$ cat src/logic/bbiow_pkg.sv
// Package: register map, field layout and carrier types of the bridge regs
package bbiow_pkg;
  localparam logic [7:0]  OFS_BUS      = 8'h18;
  localparam logic [7:0]  OFS_IO       = 8'h1C;
  localparam logic [7:0]  OFS_EVT      = 8'h40;
  localparam logic [7:0]  OFS_MASK     = 8'h44;
  localparam logic [7:0]  OFS_CTRL     = 8'h48;
  localparam logic [7:0]  OFS_IOUP     = 8'h4C;
  localparam int          SUB_LSB      = 16;
  localparam int          LAT_LSB      = 24;
  localparam int          IOB_CAP_LSB  = 0;
  localparam int          IOB_LSB      = 4;
  localparam int          IOL_CAP_LSB  = 8;
  localparam int          IOL_LSB      = 12;
  localparam int          UPL_LSB      = 16;
  localparam int          CTRL_PAR     = 0;
  localparam int          CTRL_SERR    = 1;
  localparam logic [7:0]  SUB_RST      = 8'h00;
  localparam logic [7:0]  LAT_VAL      = 8'h00;
  localparam logic [3:0]  IO_RST       = 4'h0;
  localparam logic [3:0]  IO_CAP       = 4'h1;
  localparam logic [11:0] IO_LO_FILL   = 12'h000;
  localparam logic [11:0] IO_HI_FILL   = 12'hFFF;
  localparam logic [31:0] ZERO32       = 32'h0000_0000;
  localparam int          NEVT         = 6;
  // Status bit positions, in event order
  localparam int          ST_POS [NEVT] = '{24, 27, 28, 29, 30, 31};
  // Which status bits software may clear
  localparam logic [5:0]  ST_W1C       = 6'h31;
  localparam logic [5:0]  EVT_RST      = 6'h00;
  localparam logic [1:0]  CTRL_RST     = 2'h0;

  typedef struct packed {
    logic poison;
    logic err_msg;
    logic ur_rcvd;
    logic ca_rcvd;
    logic ca_sent;
    logic parity;
  } bbiow_evt_t;

  typedef struct packed {
    logic        psel;
    logic        penable;
    logic        pwrite;
    logic [7:0]  paddr;
    logic [31:0] pwdata;
    logic [3:0]  pstrb;
  } bbiow_apb_t;
endpackage

$ cat src/logic/bbiow_regs.sv
// Bridge subordinate bus, I/O window and secondary status registers on APB
//
// How it works
// - Subordinate bus number, byte 2 at 0x18, read-write, resets to zero.
// - Secondary latency timer byte at 0x18 always reads zero, ignores writes.
// - Both I/O addressing nibbles read 1h, advertising 32-bit I/O decode.
// - I/O base field gives window bottom bits 15:12; low bits zero.
// - I/O limit field gives window top bits 15:12; low bits all ones.
// - Window address bits 31:16 come from the separate upper registers.
// - Status bits 21, 23, 26:25 and reserved bits read zero.
// - Parity status bit sets on secondary parity error only when enabled.
// - Completer-abort-sent bit sets when port completes with that status.
// - Completer-abort-received bit sets on such completion received.
// - Unsupported-request-received bit sets on such completion received.
// - System error bit sets on error message while system error enabled.
// - Poisoned bit sets whenever secondary side receives a poisoned packet.
module bbiow_regs
  import bbiow_pkg::*;
(
  input  wire logic        i_clk,
  input  wire logic        i_reset_n,
  input  wire bbiow_apb_t  i_apb,
  output logic [31:0]      o_prdata,
  output logic             o_pready,
  output logic             o_pslverr,
  input  wire bbiow_evt_t  i_evt,
  input  wire logic        i_io_valid,
  input  wire logic [31:0] i_io_addr,
  output logic             o_io_forward,
  output logic [7:0]       o_sub_bus,
  output logic             o_irq
);

  logic [7:0]      sub_bus_reg;
  logic [3:0]      io_base_reg;
  logic [3:0]      io_lim_reg;
  logic [31:0]     io_up_reg;
  logic [1:0]      ctrl_reg;
  logic [NEVT-1:0] sts_reg;
  logic [NEVT-1:0] ievt_reg;
  logic [NEVT-1:0] mask_reg;
  logic [31:0]     prdata_reg;
  logic            pready_reg;
  logic            pslverr_reg;
  logic            fwd_reg;
  logic            irq_reg;
  logic [31:0]     rd_next;
  logic            hit_next;
  logic [31:0]     io_lo_addr;
  logic [31:0]     io_hi_addr;
  logic [31:0]     st_word;
  logic            wr_fire;
  logic [NEVT-1:0] evt_raw;
  logic [NEVT-1:0] evt_set;
  logic [NEVT-1:0] st_clr;
  logic [NEVT-1:0] ie_clr;
  logic [31:0]     wmask;

  assign o_prdata     = prdata_reg;
  assign o_pready     = pready_reg;
  assign o_pslverr    = pslverr_reg;
  assign o_io_forward = fwd_reg;
  assign o_sub_bus    = sub_bus_reg;
  assign o_irq        = irq_reg;

  // A write lands only at the edge where the master sees pready high
  assign wr_fire = i_apb.psel & i_apb.penable & pready_reg & i_apb.pwrite;
  assign wmask   = {{8{i_apb.pstrb[3]}}, {8{i_apb.pstrb[2]}},
                    {8{i_apb.pstrb[1]}}, {8{i_apb.pstrb[0]}}};

  assign evt_raw = i_evt;
  always_comb begin
    evt_set = evt_raw;
    evt_set[0] = evt_raw[0] & ctrl_reg[CTRL_PAR];
    evt_set[4] = evt_raw[4] & ctrl_reg[CTRL_SERR];
  end

  // Window edges, with the upper halves from the upper-16 register
  assign io_lo_addr = {io_up_reg[UPL_LSB-1:0], io_base_reg,
                       IO_LO_FILL};
  assign io_hi_addr = {io_up_reg[31:UPL_LSB], io_lim_reg,
                       IO_HI_FILL};

  // Status word for 0x1C; unlisted bits stay zero
  always_comb begin
    st_word = ZERO32;
    st_word[IOB_CAP_LSB +: 4] = IO_CAP;
    st_word[IOB_LSB +: 4]     = io_base_reg;
    st_word[IOL_CAP_LSB +: 4] = IO_CAP;
    st_word[IOL_LSB +: 4]     = io_lim_reg;
    for (int k = 0; k < NEVT; k++) begin
      st_word[ST_POS[k]] = sts_reg[k];
    end
  end

  always_comb begin
    rd_next  = ZERO32;
    hit_next = 1'b1;
    case (i_apb.paddr)
      OFS_BUS: begin
        rd_next[SUB_LSB +: 8] = sub_bus_reg;
        rd_next[LAT_LSB +: 8] = LAT_VAL;
      end
      OFS_IO:   rd_next = st_word;
      OFS_EVT:  rd_next[NEVT-1:0] = ievt_reg;
      OFS_MASK: rd_next[NEVT-1:0] = mask_reg;
      OFS_CTRL: rd_next[1:0] = ctrl_reg;
      OFS_IOUP: rd_next = io_up_reg;
      default:  hit_next = 1'b0;
    endcase
  end

  // One wait state: answer comes in the second access cycle
  always_ff @(posedge i_clk) begin
    if (!i_reset_n) begin
      pready_reg  <= 1'b0;
      pslverr_reg <= 1'b0;
      prdata_reg  <= ZERO32;
    end else begin
      pready_reg  <= i_apb.psel & i_apb.penable & ~pready_reg;
      pslverr_reg <= i_apb.psel & i_apb.penable & ~pready_reg & ~hit_next;
      if (i_apb.psel & i_apb.penable & ~pready_reg & ~i_apb.pwrite) begin
        prdata_reg <= rd_next;
      end else begin
        prdata_reg <= ZERO32;
      end
    end
  end

  always_ff @(posedge i_clk) begin
    if (!i_reset_n) begin
      sub_bus_reg <= SUB_RST;
      io_base_reg <= IO_RST;
      io_lim_reg  <= IO_RST;
    end else if (wr_fire && i_apb.paddr == OFS_BUS) begin
      if (i_apb.pstrb[2]) begin
        sub_bus_reg <= i_apb.pwdata[SUB_LSB +: 8];
      end
    end else if (wr_fire && i_apb.paddr == OFS_IO) begin
      if (i_apb.pstrb[0]) begin
        io_base_reg <= i_apb.pwdata[IOB_LSB +: 4];
      end
      if (i_apb.pstrb[1]) begin
        io_lim_reg <= i_apb.pwdata[IOL_LSB +: 4];
      end
    end
  end

  always_ff @(posedge i_clk) begin
    if (!i_reset_n) begin
      io_up_reg <= ZERO32;
      ctrl_reg  <= CTRL_RST;
      mask_reg  <= EVT_RST;
    end else if (wr_fire) begin
      if (i_apb.paddr == OFS_IOUP) begin
        io_up_reg <= (io_up_reg & ~wmask) | (i_apb.pwdata & wmask);
      end
      if (i_apb.paddr == OFS_CTRL && i_apb.pstrb[0]) begin
        ctrl_reg <= i_apb.pwdata[1:0];
      end
      if (i_apb.paddr == OFS_MASK && i_apb.pstrb[0]) begin
        mask_reg <= i_apb.pwdata[NEVT-1:0];
      end
    end
  end

  // Sticky status and interrupt bits; set is OR-ed after the clear
  generate
    for (genvar g = 0; g < NEVT; g++) begin : g_evt
      assign st_clr[g] = wr_fire && i_apb.paddr == OFS_IO && ST_W1C[g]
                         && i_apb.pstrb[ST_POS[g] / 8]
                         && i_apb.pwdata[ST_POS[g]];
      assign ie_clr[g] = wr_fire && i_apb.paddr == OFS_EVT
                         && i_apb.pstrb[0] && i_apb.pwdata[g];
      always_ff @(posedge i_clk) begin
        if (!i_reset_n) begin
          sts_reg[g]  <= 1'b0;
          ievt_reg[g] <= 1'b0;
        end else begin
          sts_reg[g]  <= (sts_reg[g] & ~st_clr[g]) | evt_set[g];
          ievt_reg[g] <= (ievt_reg[g] & ~ie_clr[g]) | evt_set[g];
        end
      end
    end
  endgenerate

  always_ff @(posedge i_clk) begin
    if (!i_reset_n) begin
      irq_reg <= 1'b0;
    end else begin
      irq_reg <= |(ievt_reg & mask_reg);
    end
  end

  // Window compare is registered so the decision is glitch free
  always_ff @(posedge i_clk) begin
    if (!i_reset_n) begin
      fwd_reg <= 1'b0;
    end else begin
      fwd_reg <= i_io_valid && i_io_addr >= io_lo_addr
                 && i_io_addr <= io_hi_addr;
    end
  end

  chk_sub_bus_write: assert property (
    @(posedge i_clk) disable iff (!i_reset_n)
    (wr_fire && i_apb.paddr == OFS_BUS && i_apb.pstrb[2])
    |=> o_sub_bus == $past(i_apb.pwdata[SUB_LSB +: 8]))
    else $error("subordinate bus not written");

  chk_latency_zero: assert property (
    @(posedge i_clk) disable iff (!i_reset_n)
    (i_apb.psel && i_apb.penable && !pready_reg && !i_apb.pwrite
     && i_apb.paddr == OFS_BUS)
    |=> o_pready && o_prdata[LAT_LSB +: 8] == LAT_VAL)
    else $error("latency timer not zero");

  chk_cap_nibbles: assert property (
    @(posedge i_clk) disable iff (!i_reset_n)
    (i_apb.psel && i_apb.penable && !pready_reg && !i_apb.pwrite
     && i_apb.paddr == OFS_IO)
    |=> o_prdata[IOB_CAP_LSB +: 4] == IO_CAP
        && o_prdata[IOL_CAP_LSB +: 4] == IO_CAP
        && o_prdata[23] == 1'b0 && o_prdata[21] == 1'b0)
    else $error("io capability or hardwired bits wrong");

  chk_parity_gate: assert property (
    @(posedge i_clk) disable iff (!i_reset_n)
    (!ctrl_reg[CTRL_PAR] && !sts_reg[0]) |=> !sts_reg[0])
    else $error("parity bit set while response disabled");

  chk_serr_gate: assert property (
    @(posedge i_clk) disable iff (!i_reset_n)
    (i_evt.err_msg && ctrl_reg[CTRL_SERR]) |=> sts_reg[4])
    else $error("system error bit not set");

  chk_ro_sticky: assert property (
    @(posedge i_clk) disable iff (!i_reset_n)
    sts_reg[1] |=> sts_reg[1] [*3])
    else $error("completer abort bit lost");

  chk_set_wins: assert property (
    @(posedge i_clk) disable iff (!i_reset_n)
    (i_evt.poison && st_clr[5]) |=> sts_reg[5])
    else $error("clear beat a same-cycle event");

  chk_w1c_clear: assert property (
    @(posedge i_clk) disable iff (!i_reset_n)
    (st_clr[5] && !i_evt.poison) |=> !sts_reg[5])
    else $error("poison bit not cleared");

  chk_fwd_range: assert property (
    @(posedge i_clk) disable iff (!i_reset_n)
    i_io_valid |=> o_io_forward == ($past(i_io_addr) >= $past(io_lo_addr)
                   && $past(i_io_addr) <= $past(io_hi_addr)))
    else $error("forward decision wrong");

  chk_abort_rcvd: assert property (
    @(posedge i_clk) disable iff (!i_reset_n)
    (i_evt.ca_rcvd || i_evt.ur_rcvd)
    |=> (sts_reg[2] || !$past(i_evt.ca_rcvd))
        && (sts_reg[3] || !$past(i_evt.ur_rcvd)))
    else $error("received abort bits not set");

  // Field reads, holds and sticky behaviour

  chk_sub_bus_read: assert property (
    @(posedge i_clk) disable iff (!i_reset_n)
    (i_apb.psel && i_apb.penable && !pready_reg && !i_apb.pwrite
     && i_apb.paddr == OFS_BUS)
    |=> o_prdata[SUB_LSB +: 8] == $past(sub_bus_reg))
    else $error("subordinate bus read wrong");

  chk_bus_low_zero: assert property (
    @(posedge i_clk) disable iff (!i_reset_n)
    (i_apb.psel && i_apb.penable && !pready_reg && !i_apb.pwrite
     && i_apb.paddr == OFS_BUS)
    |=> o_prdata[SUB_LSB-1:0] == 16'h0000)
    else $error("unimplemented bus bytes not zero");

  chk_io_base_read: assert property (
    @(posedge i_clk) disable iff (!i_reset_n)
    (i_apb.psel && i_apb.penable && !pready_reg && !i_apb.pwrite
     && i_apb.paddr == OFS_IO)
    |=> o_prdata[IOB_LSB +: 4] == $past(io_base_reg))
    else $error("io base read wrong");

  chk_io_lim_read: assert property (
    @(posedge i_clk) disable iff (!i_reset_n)
    (i_apb.psel && i_apb.penable && !pready_reg && !i_apb.pwrite
     && i_apb.paddr == OFS_IO)
    |=> o_prdata[IOL_LSB +: 4] == $past(io_lim_reg))
    else $error("io limit read wrong");

  chk_rsvd_zero: assert property (
    @(posedge i_clk) disable iff (!i_reset_n)
    (i_apb.psel && i_apb.penable && !pready_reg && !i_apb.pwrite
     && i_apb.paddr == OFS_IO)
    |=> o_prdata[SUB_LSB +: 8] == 8'h00 && o_prdata[26:25] == 2'h0)
    else $error("reserved status bits not zero");

  chk_sub_bus_hold: assert property (
    @(posedge i_clk) disable iff (!i_reset_n)
    !(wr_fire && i_apb.paddr == OFS_BUS && i_apb.pstrb[2])
    |=> $stable(sub_bus_reg))
    else $error("subordinate bus changed without write");

  chk_io_base_hold: assert property (
    @(posedge i_clk) disable iff (!i_reset_n)
    !(wr_fire && i_apb.paddr == OFS_IO && i_apb.pstrb[0])
    |=> $stable(io_base_reg))
    else $error("io base changed without write");

  chk_io_lim_hold: assert property (
    @(posedge i_clk) disable iff (!i_reset_n)
    !(wr_fire && i_apb.paddr == OFS_IO && i_apb.pstrb[1])
    |=> $stable(io_lim_reg))
    else $error("io limit changed without write");

  chk_ca_sent_set: assert property (
    @(posedge i_clk) disable iff (!i_reset_n)
    i_evt.ca_sent |=> sts_reg[1])
    else $error("completer abort sent bit not set");

  chk_poison_set: assert property (
    @(posedge i_clk) disable iff (!i_reset_n)
    i_evt.poison |=> sts_reg[5])
    else $error("poison bit not set");

  chk_parity_set: assert property (
    @(posedge i_clk) disable iff (!i_reset_n)
    (i_evt.parity && ctrl_reg[CTRL_PAR]) |=> sts_reg[0])
    else $error("parity bit not set while enabled");

  chk_serr_block: assert property (
    @(posedge i_clk) disable iff (!i_reset_n)
    (!ctrl_reg[CTRL_SERR] && !sts_reg[4]) |=> !sts_reg[4])
    else $error("system error bit set while disabled");

  chk_w1c_parity: assert property (
    @(posedge i_clk) disable iff (!i_reset_n)
    (st_clr[0] && !evt_set[0]) |=> !sts_reg[0])
    else $error("parity bit not cleared");

  chk_ca_rcvd_keep: assert property (
    @(posedge i_clk) disable iff (!i_reset_n)
    sts_reg[2] |=> sts_reg[2])
    else $error("completer abort received bit lost");

  chk_ur_rcvd_keep: assert property (
    @(posedge i_clk) disable iff (!i_reset_n)
    sts_reg[3] |=> sts_reg[3])
    else $error("unsupported request bit lost");

  chk_no_fwd_idle: assert property (
    @(posedge i_clk) disable iff (!i_reset_n)
    !i_io_valid |=> !o_io_forward)
    else $error("forward without a valid address");

  chk_sts_quiet: assert property (
    @(posedge i_clk) disable iff (!i_reset_n)
    (evt_set == '0 && st_clr == '0) |=> $stable(sts_reg))
    else $error("status changed with no event or clear");

endmodule

$ cat config.mk
export PLATFORM = sky130hd
export DESIGN_NAME = bbiow_regs
export DESIGN_NICKNAME = d
export VERILOG_FILES = /design/src/logic/bbiow_pkg.sv /design/src/logic/bbiow_regs.sv
export SDC_FILE = /design/constraint.sdc
export NUM_CORES = 1
export LEC_CHECK = 0
export ABC_AREA = 1
export BUFFER_PORTS_ARGS = -buffer_cell sky130_fd_sc_hd__clkbuf_2
export CORE_AREA = 3 3 110 112
export DETAILED_ROUTE_END_ITERATION = 10
export DIE_AREA = 0 0 113 115
export PLACE_DENSITY = 0.7
export RECOVER_POWER = 100
export REMOVE_ABC_BUFFERS = 1
export SKIP_CTS_REPAIR_TIMING = 1
export SYNTH_ARGS = -nofsm -noshare
export SYNTH_HDL_FRONTEND = slang
export SYNTH_SLANG_ARGS = --single-unit
$ cat constraint.sdc
create_clock -name i_clk -period 1.4 [get_ports i_clk]
set_input_delay 0 -clock i_clk [delete_from_list [all_inputs] [get_ports i_clk]]
set_output_delay 0 -clock i_clk [all_outputs]
set_load 0.02 [all_outputs]
==> run metrics, run 1 <==
setup TNS -3.31 ns; Ys Warns 0; GRT Total Usage 22.2%; Max Buffers Root-to-Sink 2; Avg Cell Area, Syn 7.15 um2; post-route cell area about 7700 um2; DRC 0; Pwr per Cell Area 788 nW/um2; uppermost layer routed met4; final net count 1087; worst reg-to-reg path cell count 11; H-tree levels 3; Mapped Area 5150 um2; antenna viol nets, final 0; DR iter-0 viols 430; RSZ-0062 raised after global routing yes; worst rel slew slack 65.8%; CP Launch Type flop; final period demand of the worst path 1.60 ns; Die W 113 um; register bit count reported by yosys 104; vias in the first global route approximately 4700; CP Capture Type flop; Slew Viols, Final 0; DR WL met3 1.12 mm; n_diodes 0; pre-CTS setup slack -0.0951 ns; final setup skew 0.00975 ns; flop2flop setup slack -0.20 ns; number of I/O pins 132; routed wire length roughly 17 mm; Max-cap violations 0; total die area 13000 um2; DR WL/cell 15.1 um; Final Worst Setup Slack -0.203 ns; synth unique cells 31; setup violators final 44; overall power 6.10 mW; placed cells 1041; Seq/Total Area, Yosys around 40%; met2 wire length between 8 and 9 mm; cell area after placement about 6400 um2; crit-path max FO 2; failing checks hold timing, setup timing; M1 WL 6.72 mm; total gr overflow 0; Hold Violations, Final 7; Cell Count, Final, Fillers Out 1107; Clk Latency, worst-skew pair around 0.35 ns; port buffer count ~130; Worst Hold Class input pin to flop; Num CTS Buffers 9; commonest non-fill, non-tap cell in the layout nand2_1; outcome finished, violations left; Sink Count around 100; layout cells sized above 1 about a third; CP arrival 1.85 ns; Clock transition at path regs 0.07 ns; R2R Path End o_io_forward$_SDFF_PN0_; Worst Tran Pin Value 0.512 ns; Die H ~120 um; Crit Path Class flop to flop; first-pass GRT wire length ~23 mm; crit share post-route 115%; Starting Density 45.5%; Lkg Pwr 3.36 nW; synthesized instance count 720; HPWL Detailed 11.4 mm; initial antenna violation count 0; fin util 68.4%; max frequency 624 MHz; # rows 39; CP required 1.65 ns; via count 5629; end of the critical path o_io_forward$_SDFF_PN0_; Clock Tree Root clkbuf_16; final hold slack -0.0386 ns; largest net degree at the start of global routing 48; GP Congestion 0.926; commonest non-fill, non-tap cells in the layout nand2_1, inv_1, nor2_1, clkbuf_2, dfxtp_1; CTS tree built; Core ar. 11300 um2; vias per cell 5.08; Worst VDD drop between 0.0009 and 0.001 V; area delta synth->final 50.4%; first-pass iteration count of the detailed router 5
==> layout make-up <==
cell class | instances | area (um2)
timing repair buffer | 242 | 1610
fill | 925 | 3580
clock inverter | 5 | 31.3
tap | 143 | 179
clock buffer | 11 | 253
multi-input combinational | 497 | 3150
inverter | 105 | 399
sequential | 104 | 2110
==> worst min path at each step <==
stage / start / to / slack [ns] / cells after the start
6_report: i_apb[5] / ctrl_reg[1]$_SDFFE_PN0P_ / -0.04 / 3
5_1_grt: i_io_valid / o_io_forward$_SDFF_PN0_ / 0.003 / 5
4_1_cts: i_apb[13] / flop / -0.13 / 3
3_5_place_dp: i_evt[3] / st_word[29]$_SDFF_PN0_ / 0.23 / 3
3_3_place_gp: i_evt[1] / st_word[27]$_SDFF_PN0_ / 0.23 / 3
2_1_floorplan: i_evt[1] / st_word[27]$_SDFF_PN0_ / 0.12 / 2
==> logic make-up after synthesis <==
| family | after synthesis | share of synthesized area [%] |
|---|---|---|
| flip-flops | 104 | 40.4 |
| AND/OR/NAND/NOR | 334 | 28.4 |
| AO/OA/AOI/OAI | 121 | 12.3 |
| adder cells (fa/ha/maj) | 40 | 9.72 |
| buffers and inverters | 121 | 9.12 |
==> report_power, final <==
group	total (mW)	internal, mW	leakage [nW]	switching (mW)
Combinational	0.679	0.318	2.36	0.361
Sequential	2.99	2.98	0.854	0.0163
Clock	2.43	1.30	0.141	1.13
==> metal layers <==
layer  track usage [%]  up-vias
met5                 0        -
li1                  -     2784
met4              9.05        0
met1              29.3     2535
met2              36.0      254
met3              4.16       56
==> synth_stat cells, drive strengths merged <==
| cell type | n | area [um2] |
|---|---|---|
| nand3b | 1 | 7.51 |
| nor3 | 30 | 176 |
| a21oi | 60 | 300 |
| nor2 | 123 | 538 |
| dfxtp | 104 | 2080 |
| a21o | 1 | 7.51 |
| o21ai | 49 | 245 |
| and2 | 1 | 6.26 |
| clkbuf | 8 | 30.0 |
| nand2 | 163 | 629 |
| nand3 | 4 | 30.0 |
| nand4 | 11 | 68.8 |
| o21bai | 1 | 7.51 |
| a211oi | 6 | 45.0 |
| inv | 105 | 394 |
| o22ai | 3 | 18.8 |
| buf | 8 | 45.0 |
| ha | 40 | 500 |
| and3 | 1 | 6.26 |
| a41oi | 1 | 8.76 |
==> critical path: stages, from the launching register on <==
cell,delay [ns]
dfxtp_2,0.35
inv_2,0.04
ha_4,0.26
nand2_1,0.07
nor2_2,0.12
nand2_1,0.08
nor2_2,0.13
nand2_1,0.08
nand2_1,0.08
nor2_1,0.06
nor2_1,0.16
nor2_1,0.07
No activity file was read; power rests on OpenSTA's default activity.
==> run 2, diff against run 1 <==
PLACE_DENSITY = 0.67   (was 0.7)
clock period = 2.1 ns   (was 1.4 ns; I/O delays follow)
==> run 2 against run 1 <==
Compared with the run above:
- the run ends with hold timing left
- setup slack gained 0.55 ns
- power fell by 35%
- combinational power shrank 47%
- sequential cell count is the same
- hold slack improved by 0.020 ns
- first-iteration DRC count down 35%
- clock skew decreased by 0.0022 ns
- clock power is 33% lower
- critical path depth shrank 4
- utilization shrank 11 points
- largest power group unchanged
- highest routed layer unchanged
==> run metrics, run 2 (synthesis results as in run 1) <==
Cell Count, Final, Fillers Out approximately 1000; area delta synth->final 25.9%; Worst Hold Depth 4; worst-path cell chain nand2_1 -> nor2_4 -> nand2_1 -> nor2_1 -> nand2_1 -> nand2_1 -> a21oi_1; sw frac 23.0%; Clock Tree Root clkbuf_16; CP required 2.33 ns; commonest non-fill, non-tap cell in the layout nand2_1; CP Launch Type flop; Hold Violations, Final 4; port buffer count 131; Lkg Pwr 2.87 nW; H-tree levels 3; fin util 57.2%; Max Buffers Root-to-Sink 2; commonest non-fill, non-tap cells in the layout nand2_1, nor2_1, inv_1, dfxtp_1, clkbuf_2; first-pass GRT wire length around 23 mm; P_sw between 0.9 and 1 mW; CP bufs+invs 0; n_diodes 0; RR Startpoint o_pready$_SDFF_PN0_; failing checks hold timing; Crit Path Class flop to flop; total gr overflow 0; fillers between 1000 and 1500; Die W roughly 110 um; clock power share roughly 41%; # rows 39; final period demand of the worst path 1.76 ns; flop2flop setup slack ~0.34 ns; Worst Hold Class input pin to flop; Final Worst Setup Slack between 0.3 and 0.4 ns; final hold slack -0.0186 ns; routed wire length approximately 15 mm; CTS tree built; crit share post-route between 80% and 90%; GP Congestion 0.851; vias in the first global route 4915; vias per cell 5.00; worst rel slew slack 50.5%; number of I/O pins 132; final net count ~1000; pre-CTS setup slack 0.427 ns; initial antenna violation count 0; Die H ~120 um; RSZ-0062 raised after global routing no; Pwr per Cell Area 614 nW/um2; M1 WL roughly 6.5 mm; setup TNS 0 ns; Int Pwr 3.06 mW; first-pass iteration count of the detailed router 4; Hold EP ievt_reg[1]$_SDFF_PN0_; overall power just under 4 mW; total die area 13000 um2; Slew Viols, Final 0; largest net degree at the start of global routing 48; cell family with most CP delay simple AND/OR/NAND/NOR gates; worst reg-to-reg path cell count 7; final setup skew 0.00757 ns; Max stage delay on crit path 0.47 ns; Clock transition at path regs approximately 0.07 ns; DRC 0; post-route cell area about 6500 um2; layout cells sized above 1 13.3%; slowest stage cell, crit path nor2_1; cell area after placement 5940 um2; met2 wire length 7.08 mm; via count 5170; placed cells 983; CP startpoint o_pready$_SDFF_PN0_; antenna viol nets, final 0; Starting Density 45.5%; DR WL met3 792 um; Num CTS Buffers 9; most used cell, CP nand2_1; CP Capture Type flop; Max-cap violations 0; Core ar. 11300 um2; GRT Total Usage 22.9%; Worst VDD drop 0.000619 V; crit-path max FO 10; flip-flop and latch area 2080 um2; logic gate share of total power 9.1%; DR WL/cell 14.5 um; setup violators final 0; area occupied by multi-input gates 2550 um2; sequential share of power 50.2%; uppermost layer routed met4; CP arrival 1.98 ns; max frequency 570 MHz; outcome finished, violations left; Sink Count 104; HP Start i_apb[5]; HPWL Detailed around 12 mm; Clk Latency, worst-skew pair around 0.35 ns; Worst Tran Pin Value 0.742 ns; R2R Path End ievt_reg[4]$_SDFF_PN0_; DR iter-0 viols 281
==> run 2: per-layer routing <==
metal / global-route usage (%) / up-vias
li1: - / 2632
met1: 27.7 / 2339
met2: 38.6 / 162
met3: 5.63 / 37
met4: 10.1 / 0
met5: 0 / -
==> run 2: how the worst max path moves through the flow <==
| stage | end | slack [ns] | cells past startpoint |
|---|---|---|---|
| 6_report | ievt_reg[4]$_SDFF_PN0_ | 0.34 | 7 |
| 5_1_grt | o_prdata[22]$_SDFF_PN0_ | 0.16 | 8 |
| 4_1_cts | o_io_forward$_SDFF_PN0_ | 0.40 | 11 |
| 3_5_place_dp | o_io_forward$_SDFF_PN0_ | 0.43 | 11 |
| 3_3_place_gp | o_io_forward$_SDFF_PN0_ | 0.42 | 11 |
| 2_1_floorplan | ievt_reg[0]$_SDFF_PN0_ | 0.62 | 7 |
==> run 2: final cells by class <==
class                      instances  area share (%)
clock buffer                      10            3.53
multi-input combinational        495            39.4
sequential                       104            32.1
clock inverter                     4           0.734
timing repair buffer             172            15.3
tap                              143            2.76
inverter                         105            6.08
==> run 2: power by group through the flow <==
stage / combinational (mW) / sequential, mW / clock [mW]
2_1_floorplan: 0.142 / 2.04 / 0
3_3_place_gp: 0.303 / 2.04 / 0
3_5_place_dp: 0.312 / 2.04 / 0
4_1_cts: 0.315 / 1.99 / 1.64
5_1_grt: 0.412 / 2.00 / 1.72
6_report: 0.363 / 1.99 / 1.62
==> run 2: tightest hold or removal path: stages <==
cell	delay, ns
clkbuf_2	0.13
nand2_1	0.06
nand2_1	0.05
a21oi_1	0.05
==> run 3, diff against run 2 <==
clock period = 1.7 ns   (was 2.1 ns; I/O delays follow)
==> run 3 against run 2 <==
Compared with the run above:
- the run still ends with hold timing left
- non-clock buffer count rose by 9
- sequential share of layout area fell by 0.60 points
- sequential cell count did not move
- global-route usage fell by 0.24 points
- cell area rose by 1.9%
- utilization rose by 1.1 points
- sequential power rose by 24%
- via count fell by 0.75%
- setup slack got worse by 0.23 ns
- first-iteration DRC count fell by 1.1%
- count of clock-buffer cells in the layout rose by 1
- critical path depth did not move
- critical endpoint is now ievt_reg[1]$_SDFF_PN0_
- largest cell class unchanged
- largest power group unchanged
==> run metrics, run 3 (synthesis results as in run 1) <==
Die H 115 um; Lkg Pwr about 2.9 nW; area delta synth->final 28.2%; R2R Path End ievt_reg[1]$_SDFF_PN0_; first-pass iteration count of the detailed router 4; H-tree levels 3; Clk Latency, worst-skew pair about 0.35 ns; number of I/O pins 132; Sink Count around 100; worst-path cell chain nand2_1 -> nor2_4 -> nand2_2 -> nor2_1 -> nand2_1 -> nand2_1 -> a21oi_1; Max-cap violations 0; CP arrival 1.82 ns; worst reg-to-reg path cell count 7; final net count 1024; Worst Hold Class input pin to flop; layout cells sized above 1 14.8%; commonest non-fill, non-tap cells in the layout nand2_1, nor2_1, inv_1, dfxtp_1, clkbuf_2; via count 5131; uppermost layer routed met4; most used cell, CP nand2_1; Clock transition at path regs around 0.070 ns; Cell Count, Final, Fillers Out 1044; total gr overflow 0; CTS tree built; CP Launch Type flop; vias per cell 4.91; routed wire length 14.9 mm; GP Congestion about 0.89; final period demand of the worst path 1.58 ns; Worst Tran Pin Value slightly above 0.6 ns; crit-path max FO 8; Worst Hold Depth 3; cell family with most CP delay simple AND/OR/NAND/NOR gates; max frequency 631 MHz; first-pass GRT wire length 23.0 mm; Core ar. 11300 um2; DRC 0; final setup skew slightly above 0.008 ns; CP required 1.93 ns; port buffer count 131; Die W between 100 and 150 um; Clock Tree Root clkbuf_16; DR WL/cell about 14 um; outcome finished, violations left; CP bufs+invs 0; M1 WL 6.55 mm; commonest non-fill, non-tap cell in the layout nand2_1; Slew Viols, Final 0; Max Buffers Root-to-Sink 2; Crit Path Class flop to flop; setup TNS 0 ns; DR iter-0 viols approximately 280; n_diodes 0; worst rel slew slack between 50% and 60%; met2 wire length 7.39 mm; DR WL met3 795 um; antenna viol nets, final 0; Hold Violations, Final 4; Final Worst Setup Slack 0.116 ns; total die area between 10000 and 15000 um2; Starting Density 45.5%; crit share post-route 93.2%; GRT Total Usage 22.6%; placed cells 992; HP Start i_apb[11]; final hold slack -0.0248 ns; slowest stage cell, crit path nor2_1; CP Capture Type flop; pre-CTS setup slack 0.0930 ns; HPWL Detailed between 10 and 15 mm; setup violators final 0; RR Startpoint o_pready$_SDFF_PN0_; # rows 39; flop2flop setup slack 0.12 ns; vias in the first global route 4730; Max stage delay on crit path between 0.4 and 0.5 ns; Worst VDD drop 0.00113 V; largest net degree at the start of global routing 48; Pwr per Cell Area approximately 800 nW/um2; Num CTS Buffers 9; failing checks hold timing; fin util 58.3%; initial antenna violation count 0
## run 3: cell count changes in the layout (fill, tap and decap cells not counted), sizes merged
cell      change
buf           +6
clkbuf        +4
bufinv        +1
clkinvlp      -1
inv           +1
## run 3: worst register-to-register path: stages (launching register included)
cell,delay [ns]
dfxtp_1,0.35
nand2_1,0.09
nor2_4,0.15
nand2_2,0.17
nor2_1,0.46
nand2_1,0.11
nand2_1,0.08
a21oi_1,0.05
## run 3: where the power goes
part / switching, mW / internal, mW / total [mW]
registers: 0.0110 / 2.45 / 2.46
logic: 0.245 / 0.214 / 0.459
clock network: 0.912 / 1.33 / 2.24
total: 1.17 / 4.00 / 5.16
## run 3: worst max-delay path by stage
| stage | from | end | slack (ns) | cells past startpoint |
|---|---|---|---|---|
| global route | flop | o_io_forward$_SDFF_PN0_ | -0.01 | 11 |
| detailed placement | flop | o_io_forward$_SDFF_PN0_ | 0.09 | 11 |
| CTS | flop | o_io_forward$_SDFF_PN0_ | 0.07 | 11 |
| floorplan | o_pready$_SDFF_PN0_ | ievt_reg[0]$_SDFF_PN0_ | 0.22 | 7 |
| finish | o_pready$_SDFF_PN0_ | ievt_reg[1]$_SDFF_PN0_ | 0.12 | 7 |
| global placement | flop | o_io_forward$_SDFF_PN0_ | 0.11 | 11 |
## run 3: final cells by class
| class | count | area [um2] |
|---|---|---|
| Fill cell | 1126 | 4720 |
| Multi-Input combinational cell | 495 | 2570 |
| Sequential cell | 104 | 2080 |
| Timing Repair Buffer | 181 | 1050 |
| Inverter | 105 | 394 |
| Clock buffer | 11 | 243 |
| Tap cell | 143 | 179 |
| Clock inverter | 5 | 78.8 |
## run 3: metal layers
metal,vias up,global-route usage (%)
li1,2643,-
met1,2324,28.2
met2,149,39.7
met3,15,5.26
met4,0,5.53
met5,-,0
## run 3: through the flow
step           area [um2]  power [mW]  hold WS (ns)
2_1_floorplan        5070        2.69         0.116
3_3_place_gp         6010        2.90         0.223
3_5_place_dp         6010        2.91         0.234
4_1_cts              6330        5.14        -0.136
5_1_grt              6600        5.35        0.0122
6_report             6600        5.16       -0.0248
